## src/hw/port_b_mux_pkg.sv

```systemverilog
// constants, register map and decode for the port B alternate function mux
// assumes a 32-bit AXI4-Lite register bus with byte addressing
package port_b_mux_pkg;

    // ------------------------------------------------------------------
    // bus shape
    // ------------------------------------------------------------------
    localparam int ADDR_W = 8;
    localparam int DATA_W = 32;
    localparam int PORT_W = 8;

    // ------------------------------------------------------------------
    // register offsets
    // ------------------------------------------------------------------
    localparam logic [ADDR_W-1:0] OFF_PIN_OUTPUT    = 8'h00;
    localparam logic [ADDR_W-1:0] OFF_PIN_DIRECTION = 8'h04;
    localparam logic [ADDR_W-1:0] OFF_PIN_INPUT     = 8'h08;
    localparam logic [ADDR_W-1:0] OFF_MCU_CONTROL   = 8'h0C;
    localparam logic [ADDR_W-1:0] OFF_PAD_DRIVE     = 8'h10;
    localparam logic [ADDR_W-1:0] OFF_PAD_PULLUP    = 8'h14;

    // ------------------------------------------------------------------
    // reset values and fields
    // ------------------------------------------------------------------
    localparam logic [PORT_W-1:0] RST_PIN_OUTPUT    = 8'h00;
    localparam logic [PORT_W-1:0] RST_PIN_DIRECTION = 8'h00;
    localparam logic [PORT_W-1:0] RST_MCU_CONTROL   = 8'h00;
    localparam logic [PORT_W-1:0] MCU_WRITE_MASK    = 8'h93;
    localparam int                MCU_PDIS_BIT      = 4;

    // ------------------------------------------------------------------
    // pin positions of the serial port
    // ------------------------------------------------------------------
    localparam int PIN_SPI_SELECT = 0;

    // ------------------------------------------------------------------
    // bus responses
    // ------------------------------------------------------------------
    localparam logic [1:0] RESP_OKAY   = 2'h0;
    localparam logic [1:0] RESP_SLVERR = 2'h2;

    typedef enum logic [2:0] {
        SEL_NONE      = 3'h0,
        SEL_OUTPUT    = 3'h1,
        SEL_DIRECTION = 3'h2,
        SEL_INPUT     = 3'h3,
        SEL_MCU       = 3'h4,
        SEL_DRIVE     = 3'h5,
        SEL_PULLUP    = 3'h6
    } reg_sel_t;

    // word aligned address to register select
    function automatic reg_sel_t decode_addr(input logic [ADDR_W-1:0] addr);
        reg_sel_t sel;
        sel = SEL_NONE;
        unique case (addr)
            OFF_PIN_OUTPUT:    sel = SEL_OUTPUT;
            OFF_PIN_DIRECTION: sel = SEL_DIRECTION;
            OFF_PIN_INPUT:     sel = SEL_INPUT;
            OFF_MCU_CONTROL:   sel = SEL_MCU;
            OFF_PAD_DRIVE:     sel = SEL_DRIVE;
            OFF_PAD_PULLUP:    sel = SEL_PULLUP;
            default:           sel = SEL_NONE;
        endcase
        return sel;
    endfunction : decode_addr

endpackage : port_b_mux_pkg

```

## src/hw/pin_override_cell.sv

```systemverilog
// one pad's override combiner: direction, value, pull-up, input enable
// assumes override terms are generated by the owning peripherals
`timescale 1ns/10ps
`default_nettype none

module pin_override_cell
(
    // port register bits and sleep state
    input  wire logic i_dir,
    input  wire logic i_out,
    input  wire logic i_pdis,
    input  wire logic i_sleep,
    // override terms
    input  wire logic i_pu_fe,
    input  wire logic i_pu_fv,
    input  wire logic i_oe_fe,
    input  wire logic i_oe_fv,
    input  wire logic i_vl_fe,
    input  wire logic i_vl_fv,
    input  wire logic i_ie_fe,
    input  wire logic i_ie_fv,
    // resolved pad controls
    output var  logic o_oe,
    output var  logic o_val,
    output var  logic o_pullup,
    output var  logic o_in_en
);

    // ------------------------------------------------------------------
    // resolution
    // ------------------------------------------------------------------
    wire logic plain_pullup;

    assign plain_pullup = ~i_dir & i_out & ~i_pdis;

    always_comb
    begin
        o_pullup = i_pu_fe ? i_pu_fv : plain_pullup;
        o_oe     = i_oe_fe ? i_oe_fv : i_dir;
        o_val    = i_vl_fe ? i_vl_fv : i_out;
        o_in_en  = i_ie_fe ? i_ie_fv : ~i_sleep;
    end

endmodule : pin_override_cell

`default_nettype wire

```

## src/hw/port_b_alternate_function_mux.sv

```systemverilog
// port B pad control with timer, serial port and pin-change overrides
// assumes one clock; all peripheral inputs synchronous to i_clk
//
// Our own choices: register access over AXI4-Lite and the register addresses.
`timescale 1ns/10ps
`default_nettype none

module port_b_alternate_function_mux
(
    // clock and reset
    input  wire logic                                 i_clk,
    input  wire logic                                 i_rst_n,
    // axi4-lite write address
    input  wire logic [port_b_mux_pkg::ADDR_W-1:0]    i_awaddr,
    input  wire logic                                 i_awvalid,
    output var  logic                                 o_awready,
    // axi4-lite write data
    input  wire logic [port_b_mux_pkg::DATA_W-1:0]    i_wdata,
    input  wire logic [port_b_mux_pkg::DATA_W/8-1:0]  i_wstrb,
    input  wire logic                                 i_wvalid,
    output var  logic                                 o_wready,
    // axi4-lite write response
    output var  logic [1:0]                           o_bresp,
    output var  logic                                 o_bvalid,
    input  wire logic                                 i_bready,
    // axi4-lite read address
    input  wire logic [port_b_mux_pkg::ADDR_W-1:0]    i_araddr,
    input  wire logic                                 i_arvalid,
    output var  logic                                 o_arready,
    // axi4-lite read data
    output var  logic [port_b_mux_pkg::DATA_W-1:0]    o_rdata,
    output var  logic [1:0]                           o_rresp,
    output var  logic                                 o_rvalid,
    input  wire logic                                 i_rready,
    // timer compare outputs
    input  wire logic                                 i_timer2_compare_a_en,
    input  wire logic                                 i_timer2_compare_a_out,
    input  wire logic                                 i_timer1_compare_b_en,
    input  wire logic                                 i_timer1_compare_b_out,
    input  wire logic                                 i_timer1_compare_a_en,
    input  wire logic                                 i_timer1_compare_a_out,
    input  wire logic                                 i_timer0_compare_a_en,
    input  wire logic                                 i_timer0_compare_a_out,
    // serial peripheral
    input  wire logic                                 i_serial_peripheral_enable,
    input  wire logic                                 i_serial_controller_select,
    input  wire logic                                 i_spi_target_tx,
    input  wire logic                                 i_spi_ctrl_tx,
    input  wire logic                                 i_spi_sck_out,
    output var  logic                                 o_spi_ctrl_rx,
    output var  logic                                 o_spi_target_rx,
    output var  logic                                 o_spi_sck_in,
    output var  logic                                 o_spi_select_n,
    output var  logic                                 o_spi_target_active,
    // pin change interrupt unit
    input  wire logic [port_b_mux_pkg::PORT_W-1:0]    i_pin_change_mask,
    input  wire logic                                 i_pin_change_group1_enable,
    output var  logic [port_b_mux_pkg::PORT_W-1:0]    o_pin_change_src,
    // sleep controller
    input  wire logic                                 i_sleep,
    // pads
    input  wire logic [port_b_mux_pkg::PORT_W-1:0]    i_pad_in,
    output var  logic [port_b_mux_pkg::PORT_W-1:0]    o_pad_out,
    output var  logic [port_b_mux_pkg::PORT_W-1:0]    o_pad_oe,
    output var  logic [port_b_mux_pkg::PORT_W-1:0]    o_pad_pullup
);

    // ------------------------------------------------------------------
    // declarations
    // ------------------------------------------------------------------
    logic [port_b_mux_pkg::PORT_W-1:0]  pin_output_r;
    logic [port_b_mux_pkg::PORT_W-1:0]  pin_direction_r;
    logic [port_b_mux_pkg::PORT_W-1:0]  mcu_control_r;
    logic [port_b_mux_pkg::PORT_W-1:0]  pin_input_r;
    logic [port_b_mux_pkg::ADDR_W-1:0]  awaddr_r;
    logic [port_b_mux_pkg::PORT_W-1:0]  wdata_r;
    logic                               wstrb0_r;
    logic                               aw_have_r;
    logic                               w_have_r;

    wire logic [port_b_mux_pkg::PORT_W-1:0] pu_fe;
    wire logic [port_b_mux_pkg::PORT_W-1:0] pu_fv;
    wire logic [port_b_mux_pkg::PORT_W-1:0] oe_fe;
    wire logic [port_b_mux_pkg::PORT_W-1:0] oe_fv;
    wire logic [port_b_mux_pkg::PORT_W-1:0] vl_fe;
    wire logic [port_b_mux_pkg::PORT_W-1:0] vl_fv;
    wire logic [port_b_mux_pkg::PORT_W-1:0] ie_fe;
    wire logic [port_b_mux_pkg::PORT_W-1:0] ie_fv;
    wire logic [port_b_mux_pkg::PORT_W-1:0] oe_nxt;
    wire logic [port_b_mux_pkg::PORT_W-1:0] val_nxt;
    wire logic [port_b_mux_pkg::PORT_W-1:0] pullup_nxt;
    wire logic [port_b_mux_pkg::PORT_W-1:0] in_en;
    wire logic [port_b_mux_pkg::PORT_W-1:0] pin_input_nxt;

    wire logic                              pdis;
    wire logic                              spi_ctrl;
    wire logic                              spi_target;

    // ------------------------------------------------------------------
    // override terms
    // ------------------------------------------------------------------
    assign pdis       = mcu_control_r[port_b_mux_pkg::MCU_PDIS_BIT];
    assign spi_ctrl   = i_serial_peripheral_enable
                        & i_serial_controller_select;
    assign spi_target = i_serial_peripheral_enable
                        & ~i_serial_controller_select;

    // forced-input pins: 3 in controller mode, 2..0 in target mode
    assign oe_fe[7:4] = 4'h0;
    assign oe_fe[3]   = spi_ctrl;
    assign oe_fe[2]   = spi_target;
    assign oe_fe[1]   = spi_target;
    assign oe_fe[0]   = spi_target;
    assign oe_fv      = 8'h00;

    // forced inputs keep their pull-up, still under global disable
    assign pu_fe      = oe_fe;
    assign pu_fv      = pin_output_r & ~{8{pdis}};

    assign vl_fe[7]   = i_timer2_compare_a_en;
    assign vl_fe[6]   = i_timer1_compare_b_en;
    assign vl_fe[5]   = i_timer1_compare_a_en;
    assign vl_fe[4]   = i_timer0_compare_a_en;
    assign vl_fe[3]   = spi_target;
    assign vl_fe[2]   = spi_ctrl;
    assign vl_fe[1]   = spi_ctrl;
    assign vl_fe[0]   = 1'b0;

    assign vl_fv[7]   = i_timer2_compare_a_out;
    assign vl_fv[6]   = i_timer1_compare_b_out;
    assign vl_fv[5]   = i_timer1_compare_a_out;
    assign vl_fv[4]   = i_timer0_compare_a_out;
    assign vl_fv[3]   = i_spi_target_tx;
    assign vl_fv[2]   = i_spi_ctrl_tx;
    assign vl_fv[1]   = i_spi_sck_out;
    assign vl_fv[0]   = 1'b0;

    // masked pin-change pins stay awake in sleep while group 1 is enabled
    assign ie_fe      = i_pin_change_mask
                        & {8{i_pin_change_group1_enable}};
    assign ie_fv      = 8'hFF;

    // ------------------------------------------------------------------
    // per pin combiners
    // ------------------------------------------------------------------
    genvar gi;
    generate
        for (gi = 0; gi < port_b_mux_pkg::PORT_W; gi++)
        begin : g_pin
            pin_override_cell u_cell
            (
                .i_dir    (pin_direction_r[gi]),
                .i_out    (pin_output_r[gi]),
                .i_pdis   (pdis),
                .i_sleep  (i_sleep),
                .i_pu_fe  (pu_fe[gi]),
                .i_pu_fv  (pu_fv[gi]),
                .i_oe_fe  (oe_fe[gi]),
                .i_oe_fv  (oe_fv[gi]),
                .i_vl_fe  (vl_fe[gi]),
                .i_vl_fv  (vl_fv[gi]),
                .i_ie_fe  (ie_fe[gi]),
                .i_ie_fv  (ie_fv[gi]),
                .o_oe     (oe_nxt[gi]),
                .o_val    (val_nxt[gi]),
                .o_pullup (pullup_nxt[gi]),
                .o_in_en  (in_en[gi])
            );
        end
    endgenerate

    // disabled inputs read as zero
    assign pin_input_nxt = i_pad_in & in_en;

    // ------------------------------------------------------------------
    // pad and peripheral outputs
    // ------------------------------------------------------------------
    always_ff @(posedge i_clk or negedge i_rst_n)
    begin
        if (!i_rst_n)
        begin
            o_pad_oe     <= 8'h00;
            o_pad_out    <= 8'h00;
            o_pad_pullup <= 8'h00;
            pin_input_r  <= 8'h00;
        end
        else
        begin
            o_pad_oe     <= oe_nxt;
            o_pad_out    <= val_nxt;
            o_pad_pullup <= pullup_nxt;
            pin_input_r  <= pin_input_nxt;
        end
    end

    always_ff @(posedge i_clk or negedge i_rst_n)
    begin
        if (!i_rst_n)
        begin
            o_pin_change_src    <= 8'h00;
            o_spi_ctrl_rx       <= 1'b0;
            o_spi_target_rx     <= 1'b0;
            o_spi_sck_in        <= 1'b0;
            o_spi_select_n      <= 1'b1;
            o_spi_target_active <= 1'b0;
        end
        else
        begin
            o_pin_change_src    <= pin_input_nxt;
            o_spi_ctrl_rx       <= pin_input_nxt[3];
            o_spi_target_rx     <= pin_input_nxt[2];
            o_spi_sck_in        <= pin_input_nxt[1];
            o_spi_select_n      <= pin_input_nxt[0];
            o_spi_target_active <= spi_target
                & ~pin_input_nxt[port_b_mux_pkg::PIN_SPI_SELECT];
        end
    end

    // ------------------------------------------------------------------
    // bus write path
    // ------------------------------------------------------------------
    wire port_b_mux_pkg::reg_sel_t wsel;
    wire logic                     aw_take;
    wire logic                     w_take;
    wire logic                     wr_commit;
    wire logic                     b_take;
    wire logic                     wr_en;

    assign aw_take   = i_awvalid & o_awready;
    assign w_take    = i_wvalid & o_wready;
    assign wr_commit = aw_have_r & w_have_r & ~o_bvalid;
    assign b_take    = o_bvalid & i_bready;
    assign wsel      = port_b_mux_pkg::decode_addr(awaddr_r);
    assign wr_en     = wr_commit & wstrb0_r;

    always_ff @(posedge i_clk or negedge i_rst_n)
    begin
        if (!i_rst_n)
        begin
            o_awready <= 1'b0;
            aw_have_r <= 1'b0;
            awaddr_r  <= '0;
        end
        else if (aw_take)
        begin
            o_awready <= 1'b0;
            aw_have_r <= 1'b1;
            awaddr_r  <= i_awaddr;
        end
        else if (wr_commit)
        begin
            aw_have_r <= 1'b0;
        end
        else if (!aw_have_r && !o_bvalid)
        begin
            o_awready <= 1'b1;
        end
    end

    always_ff @(posedge i_clk or negedge i_rst_n)
    begin
        if (!i_rst_n)
        begin
            o_wready <= 1'b0;
            w_have_r <= 1'b0;
            wdata_r  <= 8'h00;
            wstrb0_r <= 1'b0;
        end
        else if (w_take)
        begin
            o_wready <= 1'b0;
            w_have_r <= 1'b1;
            wdata_r  <= i_wdata[7:0];
            wstrb0_r <= i_wstrb[0];
        end
        else if (wr_commit)
        begin
            w_have_r <= 1'b0;
        end
        else if (!w_have_r && !o_bvalid)
        begin
            o_wready <= 1'b1;
        end
    end

    always_ff @(posedge i_clk or negedge i_rst_n)
    begin
        if (!i_rst_n)
        begin
            o_bvalid <= 1'b0;
            o_bresp  <= port_b_mux_pkg::RESP_OKAY;
        end
        else if (wr_commit)
        begin
            o_bvalid <= 1'b1;
            o_bresp  <= (wsel == port_b_mux_pkg::SEL_NONE)
                        ? port_b_mux_pkg::RESP_SLVERR
                        : port_b_mux_pkg::RESP_OKAY;
        end
        else if (b_take)
        begin
            o_bvalid <= 1'b0;
        end
    end

    // ------------------------------------------------------------------
    // port registers
    // ------------------------------------------------------------------
    wire logic [port_b_mux_pkg::PORT_W-1:0] mcu_nxt;

    // read-only bits of the control register stay zero
    assign mcu_nxt = wdata_r & port_b_mux_pkg::MCU_WRITE_MASK;

    always_ff @(posedge i_clk or negedge i_rst_n)
    begin
        if (!i_rst_n)
        begin
            pin_output_r    <= port_b_mux_pkg::RST_PIN_OUTPUT;
            pin_direction_r <= port_b_mux_pkg::RST_PIN_DIRECTION;
            mcu_control_r   <= port_b_mux_pkg::RST_MCU_CONTROL;
        end
        else if (wr_en)
        begin
            if (wsel == port_b_mux_pkg::SEL_OUTPUT)
                pin_output_r <= wdata_r;
            if (wsel == port_b_mux_pkg::SEL_DIRECTION)
                pin_direction_r <= wdata_r;
            if (wsel == port_b_mux_pkg::SEL_MCU)
                mcu_control_r <= mcu_nxt;
        end
    end

    // ------------------------------------------------------------------
    // bus read path
    // ------------------------------------------------------------------
    wire port_b_mux_pkg::reg_sel_t          rsel;
    wire logic                              ar_take;
    wire logic [port_b_mux_pkg::PORT_W-1:0] rd_byte;
    wire logic [port_b_mux_pkg::DATA_W-1:0] rd_word;

    assign ar_take = i_arvalid & o_arready;
    assign rsel    = port_b_mux_pkg::decode_addr(i_araddr);
    assign rd_byte =
        (rsel == port_b_mux_pkg::SEL_OUTPUT)    ? pin_output_r    :
        (rsel == port_b_mux_pkg::SEL_DIRECTION) ? pin_direction_r :
        (rsel == port_b_mux_pkg::SEL_INPUT)     ? pin_input_r     :
        (rsel == port_b_mux_pkg::SEL_MCU)       ? mcu_control_r   :
        (rsel == port_b_mux_pkg::SEL_DRIVE)     ? o_pad_oe        :
        (rsel == port_b_mux_pkg::SEL_PULLUP)    ? o_pad_pullup    :
                                                  8'h00;
    assign rd_word = {24'h000000, rd_byte};

    always_ff @(posedge i_clk or negedge i_rst_n)
    begin
        if (!i_rst_n)
        begin
            o_arready <= 1'b0;
            o_rvalid  <= 1'b0;
            o_rdata   <= '0;
            o_rresp   <= port_b_mux_pkg::RESP_OKAY;
        end
        else if (ar_take)
        begin
            o_arready <= 1'b0;
            o_rvalid  <= 1'b1;
            o_rdata   <= rd_word;
            o_rresp   <= (rsel == port_b_mux_pkg::SEL_NONE)
                         ? port_b_mux_pkg::RESP_SLVERR
                         : port_b_mux_pkg::RESP_OKAY;
        end
        else if (o_rvalid && i_rready)
        begin
            o_rvalid  <= 1'b0;
        end
        else if (!o_rvalid)
        begin
            o_arready <= 1'b1;
        end
    end

endmodule : port_b_alternate_function_mux

`default_nettype wire

```

## config.mk

```make
export PLATFORM = sky130hd
export DESIGN_NAME = port_b_alternate_function_mux
export DESIGN_NICKNAME = d
export VERILOG_FILES = /design/src/hw/port_b_mux_pkg.sv /design/src/hw/pin_override_cell.sv /design/src/hw/port_b_alternate_function_mux.sv
export SDC_FILE = /design/constraint.sdc
export NUM_CORES = 1
export LEC_CHECK = 0
export ABC_AREA = 1
export BUFFER_PORTS_ARGS = -buffer_cell sky130_fd_sc_hd__buf_2
export CORE_MARGIN = 10
export CORE_UTILIZATION = 44
export DETAILED_ROUTE_END_ITERATION = 7
export PLACE_DENSITY = 0.83
export REMOVE_ABC_BUFFERS = 1
export SKIP_LAST_GASP = 1
export SLEW_MARGIN = 15
export SYNTH_ARGS = -nofsm -noshare
export SYNTH_HDL_FRONTEND = slang
export SYNTH_SLANG_ARGS = --single-unit
```

## constraint.sdc

```tcl
create_clock -name i_clk -period 1.4 [get_ports i_clk]
set_clock_uncertainty 0.15 [all_clocks]
set_input_delay 0.28 -clock i_clk [delete_from_list [all_inputs] [get_ports i_clk]]
set_output_delay 0.28 -clock i_clk [all_outputs]
set_load 0.005 [all_outputs]
```

==> results_dict.tcl, run 1 <==
set metrics [dict create \
    fin_crit_ns 1.572 \
    drc 0 \
    ir_drop_mv 1.040 \
    regToRegEndpoint "pin_output_r[6]" \
    yosysSeqAreaShare 0.5417 \
    power_mw 7.940 \
    reg2reg_depth 6 \
    wire_per_inst_um 15.41 \
    hold_class "in2reg" \
    grt_pass1_wl_um 18140 \
    p_per_area_nw_per_um2 1467 \
    crit_type "reg2reg" \
    final_area_um2 5411 \
    wirelength_um 11420 \
    r2r_slack_ns -0.17 \
    crit_buf_inv 0 \
    worstPathArrival_ns 1.68 \
    clock_latency_ns 0.36 \
    cts_buffers 9 \
    slew_violations 0 \
    placed_area_um2 4822 \
    crit_path_max_fanout 8 \
    worstPathCellList "nor3_2, nand2_2, nor3_4, nand2_4, nand2_1, o21ai_2" \
    n_fill_cell 774 \
    syn_area_um2 4068 \
    vias 3588 \
    reg2reg_from "awaddr_r[5]" \
    syn_to_final_growth_pct 33.04 \
    dieArea_um2 13490 \
    synth_warnings 0 \
    antenna_found_initial 0 \
    synthDistinctLibCells 25 \
    num_rows 35 \
    multi_input_area_um2 1514 \
    worstPathRequired_ns 1.51 \
    htreeDepth 3 \
    io_buffers 114 \
    ios 168 \
    antennaDiodeCount 0 \
    setup_viol 23 \
    max_freq_ghz 0.6361 \
    ant_nets 0 \
    root_buffer "clkbuf_8" \
    fin_ws_ns -0.1720 \
    core_um2 9109 \
    place.detailed.hpwl_um 8695 \
    fin_cells 741 \
    hold_viol_final 0 \
    drtIter0Drc 211 \
    track_usage 0.1684 \
    overflow 0 \
    cp_slowest_cell "dfrtp_1" \
    place_ws_ns -0.1602 \
    drt-vias-per-instance 4.842 \
    cpPeakStageDelay_ns 0.39 \
    fin_util 0.5941 \
    syn_inst 453 \
    cap_violations 0 \
    holdPathStages 3 \
    die_w_um 116.2 \
    ff_latch_area_um2 2203 \
    cts.sinks 88 \
    violations "negative setup slack" \
    cp-start-kind "register" \
    die_h_um 116.2 \
    clk_pin_slew_ns 0.09 \
    place_inst 689 \
    whs_ns 0.01155 \
    cp.depth 6 \
    status "finished with violations" \
    grt_pass1_vias 3801 \
    setup_tns_ns -2.921 \
    nNetsFinal 715 \
    clk_path_buf_depth 2 \
    cts_tree "yes" \
    drt-pass1-iter-count 4 \
    layout-drive-gt1-share 0.3381 \
    p_leak_nw 2.965 \
    initial_core_util 0.4466 \
    rsz0062_at_grt "true" \
    grt_max_degree 27 \
    critPathTopFamily "simple AND/OR/NAND/NOR gates" \
    finalCritPeriodShare 1.123 \
    synth.avg_cell_area_um2 8.979 \
    routabilityCongestion 0.8589 \
    worstHoldStart "i_pin_change_mask[5]" \
    hold-path-endpoint "o_pin_change_src[5]" \
    synth_seq_cells 88 \
    endpoint_kind "register" \
]
==> flip-flops by register name (all words and copies together), names as in the netlist, 4 cells and up <==
name / count
pin_output_r: 8
wdata_r: 8
o_rdata: 8
awaddr_r: 8
pin_direction_r: 8
o_pad_pullup: 8
o_pin_change_src: 8
o_pad_oe: 8
mcu_control_r: 4
o_pad_out: 8
==> layout make-up <==
type                    count  share of cell area
flip-flops and latches     88              0.4072
multi-input cells         301              0.2798
repair buffers            174              0.2143
inverters                  51             0.03538
well taps                 111             0.02566
clock buffers               9             0.02289
clock inverters             7             0.01480
==> cell families (layout without fill, tap and decap cells) <==
kind of cell,Yosys count,in the layout,synth area share
buffers and inverters,90,241,0.1181
AO/OA/AOI/OAI,63,63,0.09720
other,1,26,0.0009219
flip-flops,88,88,0.5417
AND/OR/NAND/NOR,211,212,0.2421
==> synth_stat cells, drive strengths merged <==
library cell	count	area (um2)
a21boi	8	60.06
a21oi	20	100.1
buf	34	270.3
clkbuf	5	18.77
conb	1	3.750
dfrtp	87	2177
dfstp	1	26.28
inv	51	191.4
nand2	112	455.4
nand3	32	160.2
nand4	7	43.79
nor2	46	211.5
nor3	14	113.9
o21ai	35	235.2
==> where the power goes <==
part           internal (mW)  total, mW  switching (mW)
Combinational           1.07       2.51            1.45
Sequential              3.21       3.63           0.417
Clock                  0.842       1.80           0.956
Total                   5.12       7.94            2.82
==> tightest hold or removal path: cells and delay by family <==
family | cells | cell delay, ns
compound gates | 1 | 0.07
buf+inv | 1 | 0.10
simple gates | 1 | 0.05
==> per-layer routing <==
| metal | global-route usage | vias to the layer above | part of all wire |
|---|---|---|---|
| li1 | - | 1734 | - |
| met1 | 0.1843 | 1684 | 0.38 |
| met2 | 0.3045 | 159 | 0.51 |
| met3 | 0.05804 | 11 | 0.10 |
| met4 | 0.04254 | 0 | 0.0079 |
| met5 | 0 | - | 0 |
==> placed cells by master, fill, tap and decap left out <==
master	n
a21boi_0	8
a21oi_1	20
buf_12	4
buf_2	111
buf_4	28
buf_6	3
bufinv_16	1
clkbuf_8	9
clkinv_4	2
clkinvlp_4	2
conb_1	26
dfrtp_1	87
dfstp_2	1
dlygate4sd3_1	28
inv_1	43
inv_2	8
inv_6	2
nand2_1	99
nand2_2	10
nand2_4	4
nand3_1	32
nand4_1	7
nor2_1	39
nor2_2	2
nor2_4	4
nor2_8	1
nor3_1	9
nor3_2	2
nor3_4	3
o21ai_0	15
o21ai_1	4
o21ai_2	16
==> timing repair <==
item	CTS	global route
hold buffers	27	1
endpoints found under the hold margin	108	1
resized for setup	9	3
gates cloned	0	1
setup endpoints to repair	23	23
setup buffers	5	4
pin swaps	4	2
==> how the worst max path moves through the flow <==
| stage | start | slack, ns | endpoint |
|---|---|---|---|
| floorplan | i_araddr[6] | -0.08 | o_rdata[0] |
| global placement | awaddr_r[5] | -0.13 | pin_output_r[6] |
| detailed placement | awaddr_r[5] | -0.16 | mcu_control_r[7] |
| CTS | awaddr_r[5] | -0.16 | pin_output_r[6] |
| global route | awaddr_r[5] | -0.32 | pin_output_r[4] |
| finish | awaddr_r[5] | -0.17 | pin_output_r[6] |
No activity file was read; power rests on OpenSTA's default activity.
==> run 2, diff against run 1 <==
BUFFER_PORTS_ARGS = -buffer_cell sky130_fd_sc_hd__clkbuf_2   (was -buffer_cell sky130_fd_sc_hd__buf_2)
==> run 2 against run 1 <==
- utilization up 0.77 points
- cell count up 0.94%
- via count up 1.2%
- the flow still finishes with violations (negative setup slack)
- count of clock-buffer cells in the layout up 1
- setup slack worse by 0.050 ns
- sequential cell count unchanged
- die area unchanged
==> results_dict.tcl, run 2 (synthesized netlist as in run 1, its figures left out) <==
set metrics [dict create \
    place.detailed.hpwl_um 8474 \
    mostFrequentLayoutCell "clkbuf_2" \
    cpPeakStageDelay_ns 0.40 \
    n_fill_cell 744 \
    dieArea_um2 13490 \
    slew_violations 0 \
    multi_input_area_um2 1523 \
    layout-drive-gt1-share 0.3443 \
    worstPathCellList "nor3_2, nand2_2, nor3_4, buf_4, nand2_4, o21ai_2" \
    grt_pass1_wl_um 18650 \
    violations "negative setup slack" \
    crit_type "reg2reg" \
    drt-vias-per-instance 4.854 \
    syn_to_final_growth_pct 34.76 \
    ff_latch_area_um2 2203 \
    ios 168 \
    overflow 0 \
    fin_crit_ns 1.622 \
    cts_tree "yes" \
    io_buffers 114 \
    whs_ns 0.01710 \
    drc 0 \
    p_per_area_nw_per_um2 1464 \
    hold_class "in2reg" \
    drt-pass1-iter-count 5 \
    worstHoldStart "i_pad_in[4]" \
    r2r_slack_ns -0.22 \
    drtIter0Drc 231 \
    antenna_found_initial 0 \
    crit_buf_inv 1 \
    grt_max_degree 28 \
    die_w_um 116.2 \
    fin_util 0.6018 \
    cts_buffers 9 \
    die_h_um 116.2 \
    hold_viol_final 0 \
    clk_pin_slew_ns 0.09 \
    regToRegEndpoint "pin_output_r[5]" \
    wirelength_um 11660 \
    nNetsFinal 721 \
    core_um2 9109 \
    finalCritPeriodShare 1.158 \
    worstPathRequired_ns 1.52 \
    relSlewSlack 0.6351 \
    reg2reg_from "awaddr_r[5]" \
    num_rows 35 \
    holdPathStages 2 \
    hold-path-endpoint "o_pin_change_src[4]" \
    setup_viol 23 \
    initial_core_util 0.4466 \
    crit_path_max_fanout 8 \
    endpoint_kind "register" \
    worst_pin_slew_ns 0.5424 \
    cap_violations 0 \
    reg2reg_depth 6 \
    fin_ws_ns -0.2219 \
    rsz0062_at_grt "true" \
    layout_common_cells "clkbuf_2, nand2_1, dfrtp_1, inv_1, nor2_1" \
    max_freq_ghz 0.6166 \
    ir_drop_mv 1.108 \
    critPathTopFamily "simple AND/OR/NAND/NOR gates" \
    grt_pass1_vias 3810 \
    ant_nets 0 \
    cp-start-kind "register" \
    routabilityCongestion 0.8553 \
    clk_path_buf_depth 2 \
    p_leak_nw 2.974 \
    cts.sinks 88 \
    worstPathArrival_ns 1.75 \
    wire_per_inst_um 15.58 \
    root_buffer "clkbuf_8" \
    cp_slowest_cell "dfrtp_1" \
    vias 3631 \
    clock_latency_ns 0.35 \
    status "finished with violations" \
    htreeDepth 3 \
    track_usage 0.1718 \
]
-- run 2: cell count changes in the layout (fill, tap and decap cells not counted), sizes merged --
| cell | change |
|---|---|
| inv | -1 |
| clkbuf | +112 |
| dlygate4sd3 | +2 |
| buf | -107 |
| diode | +1 |
-- run 2: area by class of cell --
type | count | share of cell area
clock buffers | 10 | 0.02511
clock inverters | 6 | 0.01233
multi-input cells | 301 | 0.2778
repair buffers | 180 | 0.2221
flip-flops and latches | 88 | 0.4020
diodes | 1 | 0.0004565
inverters | 51 | 0.03492
well taps | 111 | 0.02534
-- run 2: worst max-delay path by stage --
stage / cells past startpoint / end / startpoint
5_1_grt: 6 / pin_output_r[2] / awaddr_r[5]
3_3_place_gp: 6 / pin_output_r[3] / awaddr_r[5]
4_1_cts: 6 / pin_output_r[0] / awaddr_r[5]
3_5_place_dp: 6 / pin_output_r[5] / awaddr_r[5]
2_1_floorplan: 8 / o_rdata[0] / i_araddr[6]
6_report: 6 / pin_output_r[5] / awaddr_r[5]
-- run 2: metrics by stage --
stage                     setup TNS [ns]  std cells  setup slack, ns  area, um2  power [mW]
after global routing              -5.592        747          -0.3347       5479       8.556
final                             -3.284        748          -0.2219       5482       8.028
after global placement            -2.409        689          -0.1304       4822       5.716
after detailed placement          -3.236        689          -0.1625       4822       5.849
after CTS                         -2.727        739          -0.1802       5375       7.853
after floorplan                   -1.436        439         -0.08290       3872       4.830
-- run 2: repair_timing --
action | 4_1_cts | 5_1_grt
gates cloned | 0 | 1
resized for setup | 5 | 11
pin swaps | 4 | 2
setup endpoints to repair | 23 | 27
setup buffers | 5 | 7
hold endpoints to repair | 46 | 0
hold buffers | 30 | 0
-- run 2: metal layers --
layer / part of all wire / GRT usage / vias up
li1: - / - / 1740
met1: 0.39 / 0.1969 / 1730
met2: 0.52 / 0.3038 / 153
met3: 0.084 / 0.05239 / 8
met4: 0.0063 / 0.04671 / 0
met5: 0 / 0 / -
-- run 2: report_power, final --
| group | total (mW) | internal, mW | switching, mW | leakage (nW) |
|---|---|---|---|---|
| logic | 2.59 | 1.11 | 1.47 | 1.74 |
| clock network | 1.81 | 0.880 | 0.927 | 0.0989 |
| registers | 3.63 | 3.21 | 0.419 | 1.13 |
-- run 2: worst reg2reg max path, delay by kind of cell, from the launching register on --
kind | cells | cell delay [ns]
AND/OR/NAND/NOR | 4 | 0.69
flip-flops | 1 | 0.40
buffers and inverters | 1 | 0.16
AO/OA/AOI/OAI | 1 | 0.14
